==> src/cod_regs.svh <==
// register indices, byte addresses, field positions and reset values
// of the clock output divider; included by the package and the design
`ifndef COD_REGS_SVH
`define COD_REGS_SVH

`define COD_ADDR_W          12
`define COD_SETUP_IDX       8'h8F
`define COD_PORT_IDX        8'hB6
`define COD_SETUP_ADDR      {2'b00, `COD_SETUP_IDX, 2'b00}
`define COD_PORT_ADDR       {2'b00, `COD_PORT_IDX, 2'b00}

`define COD_SETUP_CLR_BIT   7
`define COD_SETUP_INV_BIT   6
`define COD_SETUP_BAL_BIT   5
`define COD_SETUP_DIV_MSB   4
`define COD_SETUP_DIV_LSB   0
`define COD_PORT_SEL_MSB    5
`define COD_PORT_SEL_LSB    4
`define COD_PORT_EN_BIT     3

`define COD_SETUP_RST       8'h00
`define COD_PORT_RST        8'h00
`define COD_DIV_W           5
`define COD_DIV_MIN_RUN     5'h02

`endif

==> src/cod_pkg.sv <==
// types shared by the clock output divider files
// assumes cod_regs.svh on the include path
`include "cod_regs.svh"

package cod_pkg;

    typedef struct packed {
        logic                    output_invert;
        logic                    duty_balance;
        logic [`COD_DIV_W-1:0]   div;
    } cod_setup_t;

    typedef struct packed {
        logic [1:0] pin_sel;
        logic       enable;
    } cod_port_t;

    typedef enum logic [2:0] {
        COD_ST_IDLE = 3'b001,
        COD_ST_RUN  = 3'b010,
        COD_ST_PASS = 3'b100
    } cod_state_t;

endpackage

==> src/cod_out_stage.sv <==
// output shaping of the clock output divider: half-cycle balance, bypass, inversion
// assumes ref_clk is the oscillator and raw_q comes from a ref_clk flop
`timescale 1ns/1ps

module cod_out_stage
    import cod_pkg::*;
(
    input  wire logic ref_clk,
    input  wire logic rst_b,
    input  wire logic raw_q,
    input  wire logic balance_on,
    input  wire logic pass_on,
    input  wire logic invert,
    output logic      clk_out
);

    logic neg_q;
    wire  logic shaped;
    wire  logic base;

    always_ff @(negedge ref_clk) begin
        if (!rst_b) begin
            neg_q <= 1'b0;
        end else begin
            neg_q <= raw_q;
        end
    end

    assign shaped  = balance_on ? (raw_q & neg_q) : raw_q;
    assign base    = pass_on ? ref_clk : shaped;
    assign clk_out = base ^ invert;

endmodule // cod_out_stage

==> src/cod_top.sv <==
// clock output divider: apb registers, period counter and pin routing
// assumes ref_clk is the oscillator feeding the divider and a synchronous apb master
//
// Overview of operation
// - output derives from oscillator, not system divider
// - division ratios one through thirty-one
// - factor bits 4:0; zero/one pass oscillator
// - new factor adopted after current period
// - writing clear bit resets divider, output at inversion bit level
// - clear bit reads idle status
// - inversion bit 6 is last stage
// - inversion change applies immediately, runt possible
// - balance bit 5 gives near 1:1 duty
// - setup register resets to zero
// - two pin selects, enable gates waveform only
//
// Local design decision: the APB interface to the registers.
`timescale 1ns/1ps

`include "cod_regs.svh"

module cod_top
    import cod_pkg::*;
#(
    parameter int DIV_W = `COD_DIV_W
) (
    input  wire logic                   ref_clk,
    input  wire logic                   rst_b,
    input  wire logic                   psel,
    input  wire logic                   penable,
    input  wire logic                   pwrite,
    input  wire logic [`COD_ADDR_W-1:0] paddr,
    input  wire logic [31:0]            pwdata,
    input  wire logic [3:0]             pstrb,
    output logic                        pready,
    output logic [31:0]                 prdata,
    output logic                        pslverr,
    output logic                        clk_out,
    output logic                        gpio4_clk,
    output logic                        gpio4_clk_oe,
    output logic                        gpio6_clk,
    output logic                        gpio6_clk_oe,
    output logic                        clk_idle
);

    ////////////////////////////////////////////////////////////////////////////
    // apb decode

    cod_setup_t            setup_q;
    cod_port_t             port_q;
    logic [31:0]           prdata_q;
    cod_state_t            state_q;
    cod_state_t            state_d;
    logic [DIV_W-1:0]      cnt_q;
    logic [DIV_W-1:0]      cnt_d;
    logic [DIV_W-1:0]      act_q;
    logic [DIV_W-1:0]      act_d;
    logic                  raw_q;

    wire logic             sel_setup  = (paddr == `COD_SETUP_ADDR);
    wire logic             sel_port   = (paddr == `COD_PORT_ADDR);
    wire logic             mapped     = sel_setup | sel_port;
    wire logic             access     = psel & penable;
    wire logic             wr_lane0   = access & pwrite & mapped & pstrb[0];
    wire logic             wr_setup   = wr_lane0 & sel_setup;
    wire logic             wr_port    = wr_lane0 & sel_port;
    wire logic             rd_setup   = psel & ~penable & ~pwrite & sel_setup;
    wire logic             rd_port    = psel & ~penable & ~pwrite & sel_port;
    wire logic             clear_pls  = wr_setup & pwdata[`COD_SETUP_CLR_BIT];
    wire logic [DIV_W-1:0] wr_div     = pwdata[`COD_SETUP_DIV_MSB:`COD_SETUP_DIV_LSB];
    wire logic             enable     = port_q.enable;

    assign pready  = 1'b1;
    assign pslverr = access & ~mapped;
    assign prdata  = prdata_q;

    function automatic logic div_runs(input logic [DIV_W-1:0] d);
        div_runs = (d >= `COD_DIV_MIN_RUN);
    endfunction

    ////////////////////////////////////////////////////////////////////////////
    // registers

    always_ff @(posedge ref_clk) begin
        if (!rst_b) begin
            setup_q <= cod_setup_t'(`COD_SETUP_RST);
            port_q  <= cod_port_t'(3'h0);
        end else begin
            if (wr_setup) begin
                setup_q.output_invert <= pwdata[`COD_SETUP_INV_BIT];
                setup_q.duty_balance  <= pwdata[`COD_SETUP_BAL_BIT];
                setup_q.div           <= wr_div;
            end
            if (wr_port) begin
                port_q.pin_sel <= pwdata[`COD_PORT_SEL_MSB:`COD_PORT_SEL_LSB];
                port_q.enable  <= pwdata[`COD_PORT_EN_BIT];
            end
        end
    end

    wire logic [7:0] setup_rd = {clk_idle, setup_q.output_invert, setup_q.duty_balance,
                                 setup_q.div};
    wire logic [7:0] port_rd  = {2'b00, port_q.pin_sel, port_q.enable, 3'b000};

    always_ff @(posedge ref_clk) begin
        if (!rst_b) begin
            prdata_q <= 32'h0000_0000;
        end else if (rd_setup) begin
            prdata_q <= {24'h00_0000, setup_rd};
        end else if (rd_port) begin
            prdata_q <= {24'h00_0000, port_rd};
        end else if (psel & ~penable) begin
            prdata_q <= 32'h0000_0000;
        end
    end

    ////////////////////////////////////////////////////////////////////////////
    // period counter

    wire logic [DIV_W-1:0] half     = act_q >> 1;
    wire logic             last_cyc = (cnt_q == act_q - {{(DIV_W-1){1'b0}}, 1'b1});

    always_comb begin
        state_d = state_q;
        cnt_d   = cnt_q;
        act_d   = act_q;
        case (state_q)
            COD_ST_IDLE: begin
                if (enable) begin
                    act_d   = setup_q.div;
                    cnt_d   = '0;
                    state_d = div_runs(setup_q.div) ? COD_ST_RUN : COD_ST_PASS;
                end
            end
            COD_ST_RUN: begin
                if (last_cyc) begin
                    cnt_d = '0;
                    if (!enable) begin
                        state_d = COD_ST_IDLE;
                    end else begin
                        act_d   = setup_q.div;
                        state_d = div_runs(setup_q.div) ? COD_ST_RUN : COD_ST_PASS;
                    end
                end else begin
                    cnt_d = cnt_q + {{(DIV_W-1){1'b0}}, 1'b1};
                end
            end
            COD_ST_PASS: begin
                act_d = setup_q.div;
                if (!enable) begin
                    state_d = COD_ST_IDLE;
                end else if (div_runs(setup_q.div)) begin
                    cnt_d   = '0;
                    state_d = COD_ST_RUN;
                end
            end
            default: begin
                state_d = COD_ST_IDLE;
                cnt_d   = '0;
            end
        endcase
        if (clear_pls) begin
            state_d = COD_ST_IDLE;
            cnt_d   = '0;
            act_d   = wr_div;
        end
    end

    always_ff @(posedge ref_clk) begin
        if (!rst_b) begin
            state_q <= COD_ST_IDLE;
            cnt_q   <= '0;
            act_q   <= '0;
        end else begin
            state_q <= state_d;
            cnt_q   <= cnt_d;
            act_q   <= act_d;
        end
    end

    wire logic [DIV_W-1:0] half_d = act_d >> 1;
    wire logic             raw_d  = (state_d == COD_ST_RUN) & (cnt_d >= half_d);

    always_ff @(posedge ref_clk) begin
        if (!rst_b) begin
            raw_q <= 1'b0;
        end else begin
            raw_q <= raw_d;
        end
    end

    assign clk_idle = (state_q != COD_ST_RUN);

    ////////////////////////////////////////////////////////////////////////////
    // output stage and pins

    wire logic balance_on = setup_q.duty_balance & act_q[0] & (state_q == COD_ST_RUN);
    wire logic pass_on    = (state_q == COD_ST_PASS);
    wire logic unused_hi  = |{pwdata[31:8], pstrb[3:1], half};

    cod_out_stage u_out_stage (
        .ref_clk    (ref_clk),
        .rst_b      (rst_b),
        .raw_q      (raw_q),
        .balance_on (balance_on),
        .pass_on    (pass_on),
        .invert     (setup_q.output_invert),
        .clk_out    (clk_out)
    );

    assign gpio4_clk    = port_q.pin_sel[0] & clk_out;
    assign gpio4_clk_oe = port_q.pin_sel[0];
    assign gpio6_clk    = port_q.pin_sel[1] & clk_out;
    assign gpio6_clk_oe = port_q.pin_sel[1];

endmodule // cod_top
==> config.mk <==
export PLATFORM = sky130hd
export DESIGN_NAME = cod_top
export DESIGN_NICKNAME = d
export VERILOG_FILES = /design/src/cod_pkg.sv /design/src/cod_out_stage.sv /design/src/cod_top.sv
export VERILOG_INCLUDE_DIRS = /design/src /design/src/src
export SDC_FILE = /design/constraint.sdc
export NUM_CORES = 1
export LEC_CHECK = 0
export BUFFER_PORTS_ARGS = -buffer_cell sky130_fd_sc_hd__buf_2
export CAP_MARGIN = 20
export CORE_MARGIN = 2
export CORE_UTILIZATION = 44
export DETAILED_ROUTE_END_ITERATION = 10
export GPL_TIMING_DRIVEN = 0
export MAX_ROUTING_LAYER = met4
export PLACE_DENSITY = 0.77
export SLEW_MARGIN = 10
export SYNTH_ARGS = -nofsm -noshare
export SYNTH_HDL_FRONTEND = slang
export SYNTH_SLANG_ARGS = --single-unit
==> constraint.sdc <==
create_clock -name ref_clk -period 3.8 [get_ports ref_clk]
set_input_delay 1.14 -clock ref_clk [delete_from_list [all_inputs] [get_ports ref_clk]]
set_output_delay 1.14 -clock ref_clk [all_outputs]
set_load 0.02 [all_outputs]
==> impl_metrics.env, run 1 <==
export IMPL_status="finished, violations left"
export IMPL_violations="setup timing"
export IMPL_clkTransAtPathRegs_ns=0.07
export IMPL_grt_max_degree=13
export IMPL_rsz0062_at_grt="yes"
export IMPL_synthArstFlopShare_pct=0
export IMPL_tightest_slew_ns=1.02
export IMPL_synth_compound_area_share_pct=19.8
export IMPL_grt_util_all_layers_pct=22.2
export IMPL_via_count=2229
export IMPL_drive_gt1_share_pct=28.5
export IMPL_tns_ns=-3.05
export IMPL_synth_top_family_by_area="simple AND/OR/NAND/NOR gates"
export IMPL_drt_total_wl_um=5780
export IMPL_synth_xor_area_share_pct=4.25
export IMPL_max_stage_delay_ns=0.30
export IMPL_gp_congestion=0.935
export IMPL_syn2layout_area_growth_pct=30.6
export IMPL_drt_initial_drc_count=153
export IMPL_setup_violations=3
export IMPL_final_antenna_net_count=0
export IMPL_synthesis_area_sq_mm=0.00226
export IMPL_power_mw=0.914
export IMPL_synth_area_per_cell_sq_um=8.15
export IMPL_synth_edf_count=0
export IMPL_use_met3_pct=6.88
export IMPL_seqPwrFrac_pct=37.8
export IMPL_slowest_stage="dfxtp_1"
export IMPL_cts_tree="built"
export IMPL_busiest_layer="met2"
export IMPL_die_h_um=75.7
export IMPL_critPathLaunchType="flip-flop"
export IMPL_grt_pass1_wl_um=8950
export IMPL_antenna_found_initial=0
export IMPL_ir_drop_mv=0.242
export IMPL_grt_met2_usage_pct=31.5
export IMPL_synth_area_mux_share_pct=5.75
export IMPL_first_pass_iters=4
export IMPL_rows=26
export IMPL_grt_ovfl_total=0
export IMPL_port_buffers=40
export IMPL_netSwitchingPower_mw=0.229
export IMPL_syn_inst=278
export IMPL_dp_cells=411
export IMPL_drc_errors=0
export IMPL_cp_data_required_time_ns=2.66
export IMPL_yosys_cell_types_count=52
export IMPL_ys_ff_latch=33
export IMPL_drv_slew=0
export IMPL_ys_warn_count=0
export IMPL_critPathMostFrequentCell="clkbuf_8"
export IMPL_cp_end_kind="primary output"
export IMPL_hold_path_class="flip-flop to flip-flop"
export IMPL_crit_arrival_ns=3.72
export IMPL_p_int_mw=0.686
export IMPL_synthSimpleGateAreaFrac_pct=24.5
export IMPL_worstPathCellList="o31ai_2 -> nor2_1 -> a21oi_2 -> xnor2_2 -> clkbuf_8 -> clkbuf_8 -> and2_4 -> buf_6"
export IMPL_hold_viol=0
export IMPL_synthAdderAreaFrac_pct=3.31
export IMPL_ios=93
export IMPL_layout_cells_non_filler=432
export IMPL_p_sw_share_pct=25.0
export IMPL_ys_seq_area_share_pct=29.2
export IMPL_die_w_um=75.7
export IMPL_synth_ff_type="dfxtp_1"
export IMPL_p_per_area_mw_per_mm2=309
export IMPL_fin_nets=419
export IMPL_cp_max_fo=2
export IMPL_core_sq_mm=0.00504
export IMPL_die_area_sq_mm=0.00574
export IMPL_pre_cts_slack_ns=-0.389
export IMPL_criticalPathCategory="flip-flop to primary output"
export IMPL_clock_latency_ns=0.47
export IMPL_setup_slack_ns=-1.06
export IMPL_pwr_share_clk_pct=53.9
export IMPL_comb_power_share_pct=8.3
export IMPL_avgViaCountPerCell=5.16
export IMPL_path_delay_family="buffers and inverters"
export IMPL_maxSlewHeadroom_pct=31.5
export IMPL_start_util_pct=44.9
export IMPL_cap_violations=0
export IMPL_antenna_cells=0
export IMPL_finClkSkew_ns=0.0762
export IMPL_wl_per_cell_um=13.4
export IMPL_critPathBufInv=3
export IMPL_hpwl_um=4090
export IMPL_p_leak_nw=1.38
export IMPL_grt_pass1_vias=1919
export IMPL_grtUsageMet1_pct=26.9
## worst paths after layout
check / from / endpoint / slack [ns] / cells past startpoint
max: u_out_stage.neg_q$_SDFF_NN0_ / gpio6_clk / -1.06 / 8
min: prdata[4]$_SDFFE_PN0P_ / prdata[4]$_SDFFE_PN0P_ / 0.46 / 2
max reg2reg: act_q[0]$_SDFFE_PN0P_ / raw_q$_SDFF_PN0_ / 0.27 / 15
min reg2reg: prdata[4]$_SDFFE_PN0P_ / prdata[4]$_SDFFE_PN0P_ / 0.46 / 2
## Yosys cell counts (4+ instances only)
| master | instances | share of area [%] |
|---|---|---|
| o21ai_0 | 16 | 3.5 |
| clkbuf_1 | 12 | 2.0 |
| nand2_1 | 21 | 3.5 |
| dfxtp_1 | 33 | 29 |
| nor3_1 | 10 | 2.2 |
| nand3_1 | 4 | 0.88 |
| xor2_1 | 6 | 2.3 |
| xnor2_1 | 5 | 1.9 |
| a21boi_0 | 4 | 1.3 |
| a22oi_1 | 10 | 3.3 |
| and2_1 | 5 | 1.4 |
| a21o_1 | 4 | 1.3 |
| buf_4 | 25 | 8.3 |
| nor2b_1 | 19 | 5.2 |
| a21oi_1 | 15 | 3.3 |
| nand2b_1 | 5 | 1.4 |
| ha_1 | 6 | 3.3 |
| o211a_1 | 4 | 1.8 |
| inv_1 | 6 | 0.99 |
| mux2i_1 | 13 | 5.7 |
| nor2_1 | 14 | 2.3 |
## through the flow
stage / instance area [sq um] / utilization (%) / hold WS (ns)
finish: 2960 / 58.6 / 0.459
global route: 2960 / 58.6 / 0.489
CTS: 2920 / 57.8 / 0.464
detailed placement: 2660 / 52.8 / 0.456
global placement: 2660 / 52.8 / 0.449
floorplan: 2370 / - / 0.503
## what timing repair did
| action | 4_1_cts | 5_1_grt |
|---|---|---|
| setup endpoints to repair | 3 | 4 |
| setup buffers | 0 | 4 |
| hold buffers | 0 | 0 |
| gates resized for setup | 6 | 5 |
| pin swaps | 1 | 1 |
## cells by family (layout without fill, tap and decap cells)
kind of cell | count (synthesis) | count (layout)
AO/OA/AOI/OAI | 67 | 67
multiplexers | 13 | 13
adder cells (fa/ha/maj) | 6 | 6
XOR/XNOR | 11 | 11
AND/OR/NAND/NOR | 98 | 98
flip-flops | 33 | 33
buffers and inverters | 48 | 109
other | 2 | 25
## flip-flops by register name (all words and copies together), names as in the netlist
signal / count
cnt_q: 5
gpio4_clk_oe: 1
act_q: 5
enable: 1
prdata: 8
gpio6_clk_oe: 1
setup_q: 7
raw_q: 1
u_out_stage.neg_q: 1
state_q: 3
## per-layer routing
metal  vias up  wire length [um]  share of wire [%]
met5         -                 0                  0
met4         0               144                2.5
met3        20               373                6.5
met2       101              2750                 48
met1      1019              2510                 43
li1       1089                 -                  -
## power groups by stage
stage                     logic (mW)  clock network, mW  registers (mW)
after floorplan               0.0542            0.00376           0.354
after global placement        0.0735            0.00376           0.354
after detailed placement      0.0741            0.00376           0.354
after CTS                     0.0744              0.502           0.345
after global routing          0.0833              0.522           0.345
final                         0.0757              0.493           0.346
## cell usage in the layout (no fill, tap or decap), types with 2 or more instances in the layout
cell	count
nand2b_1	5
xnor2_1	4
a31oi_1	3
buf_2	38
a21o_1	4
buf_6	5
nor2b_1	19
dfxtp_1	33
o21ai_0	15
a22oi_1	10
a21boi_0	4
a21oi_2	2
nor3b_1	2
nand2_1	21
nand4bb_1	2
a21oi_1	13
nand3b_1	3
nand3_1	4
nor4_1	2
inv_1	6
xor2_1	6
and2_4	2
buf_4	29
mux2i_1	13
conb_1	25
nor2_1	14
clkbuf_8	14
and2_1	3
clkbuf_1	13
o211a_1	4
ha_1	6
nor3_1	10
## area by class of cell
class	count	area, sq um
Timing Repair Buffer	41	215
Inverter	6	22.5
Tap cell	70	87.6
Clock buffer	19	255
Fill cell	432	2090
Clock inverter	3	18.8
Multi-Input combinational cell	220	1440
Sequential cell	33	661
Buffer	40	260
## worst min-delay path: cells and delay by family, from the launching register on
kind | cells | cell delay (ns)
AOI/OAI and AO/OA | 1 | 0.06
DFF | 1 | 0.31
and+or+nand+nor | 1 | 0.05
No activity file was read; power rests on OpenSTA's default activity.
==> run 2: changes to the inputs <==
--- a/config.mk
+++ b/config.mk
@@ -10,6 +10,7 @@
 export CAP_MARGIN = 20
 export CORE_MARGIN = 2
 export CORE_UTILIZATION = 44
+export CTS_BUF_LIST = sky130_fd_sc_hd__clkbuf_4 sky130_fd_sc_hd__clkbuf_8 sky130_fd_sc_hd__clkbuf_16
 export DETAILED_ROUTE_END_ITERATION = 10
 export GPL_TIMING_DRIVEN = 0
 export MAX_ROUTING_LAYER = met4
==> run 2 against run 1 <==
The flow still finishes with violations (setup timing). Final area rose by 0.13%. Sequential cell count stayed put. Clock skew decreased by 0.0011 ns. Non-clock buffer count is the same. Power increased by 0.25%. Hold slack about the same. Sequential share of layout area hardly changed. Critical path depth unchanged. Critical path type unchanged. Routed wire length is essentially flat. Core utilization up 0.074 points. Cell count unchanged. Global-route usage stayed put.
==> impl_metrics.env, run 2 (synthesized netlist as in run 1, its figures left out) <==
export IMPL_status="finished, violations left"
export IMPL_violations="setup timing"
export IMPL_wl_per_cell_um=13.4
export IMPL_grt_util_all_layers_pct=22.2
export IMPL_route_met2_wl_um=2720
export IMPL_gp_congestion=0.935
export IMPL_final_antenna_net_count=0
export IMPL_drc_errors=0
export IMPL_r2r_start="act_q[0]$_SDFFE_PN0P_"
export IMPL_layout_commonest_cell="buf_2"
export IMPL_grt_max_degree=13
export IMPL_n_fill_cell=430
export IMPL_highest_layer="met4"
export IMPL_grt_pass1_wl_um=8950
export IMPL_crit_start="u_out_stage.neg_q$_SDFF_NN0_"
export IMPL_cp_end_kind="primary output"
export IMPL_ir_drop_mv=0.243
export IMPL_clock_latency_ns=0.48
export IMPL_grt_ovfl_total=0
export IMPL_die_area_sq_mm=0.00574
export IMPL_largest_reg_flops=8
export IMPL_syn2layout_area_growth_pct=30.7
export IMPL_fin_nets=419
export IMPL_min_from="prdata[4]$_SDFFE_PN0P_"
export IMPL_slowest_stage="dfxtp_1"
export IMPL_holdBufCountCts=0
export IMPL_critPathLaunchType="flip-flop"
export IMPL_via_count=2213
export IMPL_antenna_found_initial=0
export IMPL_maxSlewHeadroom_pct=31.3
export IMPL_antenna_cells=0
export IMPL_drv_slew=0
export IMPL_rsz0062_at_grt="yes"
export IMPL_first_pass_iters=4
export IMPL_criticalPathCategory="flip-flop to primary output"
export IMPL_critPathBufInv=3
export IMPL_start_util_pct=44.9
export IMPL_cap_violations=0
export IMPL_m1WireLength_um=2500
export IMPL_power_mw=0.916
export IMPL_avgViaCountPerCell=5.12
export IMPL_wl_met3_um=388
export IMPL_final_cell_mix="buf_2 (38), dfxtp_1 (33), buf_4 (29), conb_1 (25), nand2_1 (21)"
export IMPL_rows=26
export IMPL_hold_viol=0
export IMPL_worstPathCellList="o31ai_2 -> nor2_1 -> a21oi_2 -> xnor2_2 -> clkbuf_8 -> clkbuf_8 -> and2_4 -> buf_6"
export IMPL_setup_violations=3
export IMPL_finClkSkew_ns=0.0752
export IMPL_grt_pass1_vias=1919
export IMPL_port_buffers=40
export IMPL_critPathMostFrequentCell="clkbuf_8"
export IMPL_crit_arrival_ns=3.73
export IMPL_hold_path_class="flip-flop to flip-flop"
export IMPL_ios=93
export IMPL_core_sq_mm=0.00504
export IMPL_cp_data_required_time_ns=2.66
export IMPL_timing_hold_ws_ns=0.459
export IMPL_cts_tree="built"
export IMPL_path_delay_family="buffers and inverters"
export IMPL_max_stage_delay_ns=0.30
export IMPL_drt_initial_drc_count=149
export IMPL_drive_gt1_share_pct=28.7
export IMPL_die_w_um=75.7
export IMPL_drt_total_wl_um=5770
export IMPL_tightest_slew_ns=1.02
export IMPL_die_h_um=75.7
export IMPL_hpwl_um=4090
export IMPL_p_per_area_mw_per_mm2=310
export IMPL_cp_max_fo=2
export IMPL_clkTransAtPathRegs_ns=0.07
export IMPL_p_leak_nw=1.38
export IMPL_setup_slack_ns=-1.07
run 2: cell count changes in the layout (fill, tap and decap cells not counted):
cell,before,now
clkbuf_1,13,12
clkbuf_4,0,1
run 2: path summary, 6_finish.rpt:
path	slack (ns)	endpoint	depth (start not counted)
max	-1.07	gpio6_clk	8
min	0.46	prdata[4]$_SDFFE_PN0P_	2
max reg2reg	0.27	raw_q$_SDFF_PN0_	15
min reg2reg	0.46	prdata[4]$_SDFFE_PN0P_	2
run 2: repair_timing:
action / 4_1_cts / 5_1_grt
resized for setup: 6 / 5
buffers inserted: 0 / 4
pin swaps: 1 / 1
endpoints found under the setup margin: 3 / 4
cloned: 0 / 0
hold endpoints to repair: 0 / 0
run 2: per-stage QoR:
stage          instance area [sq um]  setup slack (ns)  std cells  setup TNS (ns)  util (%)
5_1_grt                         2960             -1.18        432           -3.40      58.7
6_report                        2960             -1.07        432           -3.07      58.7
4_1_cts                         2920             -1.11        429           -3.20      57.9
2_1_floorplan                   2370            -0.357        301          -0.921         -
3_5_place_dp                    2660            -0.389        411           -1.75      52.8
3_3_place_gp                    2660            -0.370        411           -1.67      52.8
run 2: worst register-to-register path, delay by kind of cell, from the launching register on:
family / cells / cell delay, ns
xor+xnor: 1 / 0.14
compound gates: 8 / 1.34
buf+inv: 2 / 0.47
flops: 1 / 0.45
simple gates: 2 / 0.44
fa+ha+maj: 2 / 0.57
run 2: cell type report:
class	instances	area [sq um]	share of cell area [%]
Multi-Input combinational cell	220	1440	48.5
Sequential cell	33	661	22.3
Buffer	40	260	8.79
Clock buffer	19	259	8.75
Timing Repair Buffer	41	215	7.27
Tap cell	70	87.6	2.96
Inverter	6	22.5	0.761
Clock inverter	3	18.8	0.634
run 2: metal layers:
| layer | vias up | GRT usage, % |
|---|---|---|
| met4 | 0 | 14.4 |
| met5 | - | - |
| met2 | 96 | 31.5 |
| li1 | 1090 | - |
| met1 | 1003 | 26.9 |
| met3 | 24 | 6.88 |
run 2: report_power, final:
part	leakage, nW	internal [mW]	switching [mW]
registers	0.266	0.346	0.00000334
clock network	0.171	0.307	0.188
logic	0.943	0.0331	0.0424
total	1.38	0.686	0.231
==> run 3: changes to the inputs <==
--- a/config.mk
+++ b/config.mk
@@ -9,12 +9,10 @@
 export BUFFER_PORTS_ARGS = -buffer_cell sky130_fd_sc_hd__buf_2
 export CAP_MARGIN = 20
 export CORE_MARGIN = 2
-export CORE_UTILIZATION = 44
-export CTS_BUF_LIST = sky130_fd_sc_hd__clkbuf_4 sky130_fd_sc_hd__clkbuf_8 sky130_fd_sc_hd__clkbuf_16
+export CORE_UTILIZATION = 35
 export DETAILED_ROUTE_END_ITERATION = 10
 export GPL_TIMING_DRIVEN = 0
-export MAX_ROUTING_LAYER = met4
-export PLACE_DENSITY = 0.77
+export PLACE_DENSITY_LB_ADDON = 0.15
 export SLEW_MARGIN = 10
 export SYNTH_ARGS = -nofsm -noshare
 export SYNTH_HDL_FRONTEND = slang
==> constraint.sdc (replaced) <==
create_clock -name ref_clk -period 5.2 [get_ports ref_clk]
set_input_delay 1.56 -clock ref_clk [delete_from_list [all_inputs] [get_ports ref_clk]]
set_output_delay 1.56 -clock ref_clk [all_outputs]
set_load 0.02 [all_outputs]
==> run 3 against run 2 <==
The flow now stops in global routing. Synthesized cell count unchanged. Area after synthesis unchanged.
==> impl_metrics.env, run 3 <==
export IMPL_netlist_area_leader_share_pct=29.2
export IMPL_die_w_um=84.4
export IMPL_postPlaceCellArea_sq_mm=0.00266
export IMPL_rows=29
export IMPL_syn_inst=278
export IMPL_hpwl_um=4360
export IMPL_synth_most_common_cell="dfxtp_1"
export IMPL_pre_cts_slack_ns=-0.0859
export IMPL_synth_edf_count=0
export IMPL_yosys_top_cells_area="dfxtp_1 (29%), buf_4 (8.3%), mux2i_1 (5.7%)"
export IMPL_die_h_um=84.4
export IMPL_synthArstFlopShare_pct=0
export IMPL_synthTopCellsByCount="dfxtp_1 (33), buf_4 (25), nand2_1 (21)"
export IMPL_synthesis_area_sq_mm=0.00226
export IMPL_ys_ff_latch=33
export IMPL_synth_area_per_cell_sq_um=8.15
export IMPL_gp_congestion=0.839
export IMPL_port_buffers=40
export IMPL_synth_top_area_cell="dfxtp_1"
export IMPL_ios=93
export IMPL_status="did not finish"
export IMPL_yosys_cell_types_count=52
export IMPL_worst_endpoint="gpio4_clk"
export IMPL_lastStage="global routing"
export IMPL_synth_ff_type="dfxtp_1"
export IMPL_grt_max_degree=12
export IMPL_holdBufCountCts=0
export IMPL_ys_warn_count=0
export IMPL_start_util_pct=35.9
export IMPL_firstError="[ERROR GRT-0232] Routing congestion too high. Check the congestion heatmap in the GUI."
export IMPL_ys_seq_area_share_pct=29.2
export IMPL_worstEndpointType="output port"
export IMPL_grt_ovfl_total=197000
export IMPL_grt_util_all_layers_pct=4030
==> run 3: cell counts after synthesis <==
Identical to the previous run, type by type.
==> run 3: per-layer routing <==
| layer | GRT overflow | global-route usage [%] |
|---|---|---|
| met4 | 131000 | 18900 |
| met2 | 0 | 26.0 |
| met1 | 0 | 22.0 |
| met3 | 65500 | 6450 |
| met5 | 0 | 0 |
==> run 3: kinds of logic after synthesis <==
family	synth area share, %
AO/OA/AOI/OAI	19.8
other	0.332
XOR/XNOR	4.25
adder cells (fa/ha/maj)	3.31
multiplexers	5.75
flip-flops	29.2
AND/OR/NAND/NOR	24.5
buffers and inverters	12.9
==> run 3: repair_timing <==
item                                   CTS
gates cloned                             0
resized for setup                        6
endpoints found under the hold margin    0
pin swaps                                1
setup endpoints to repair                3
buffers inserted                         2
==> run 3: through the flow <==
stage	std cells	hold slack, ns	setup TNS, ns
after CTS	438	0.467	-2.31
after detailed placement	418	0.459	-0.232
after global placement	418	0.456	-0.277
after floorplan	301	0.503	-0.154
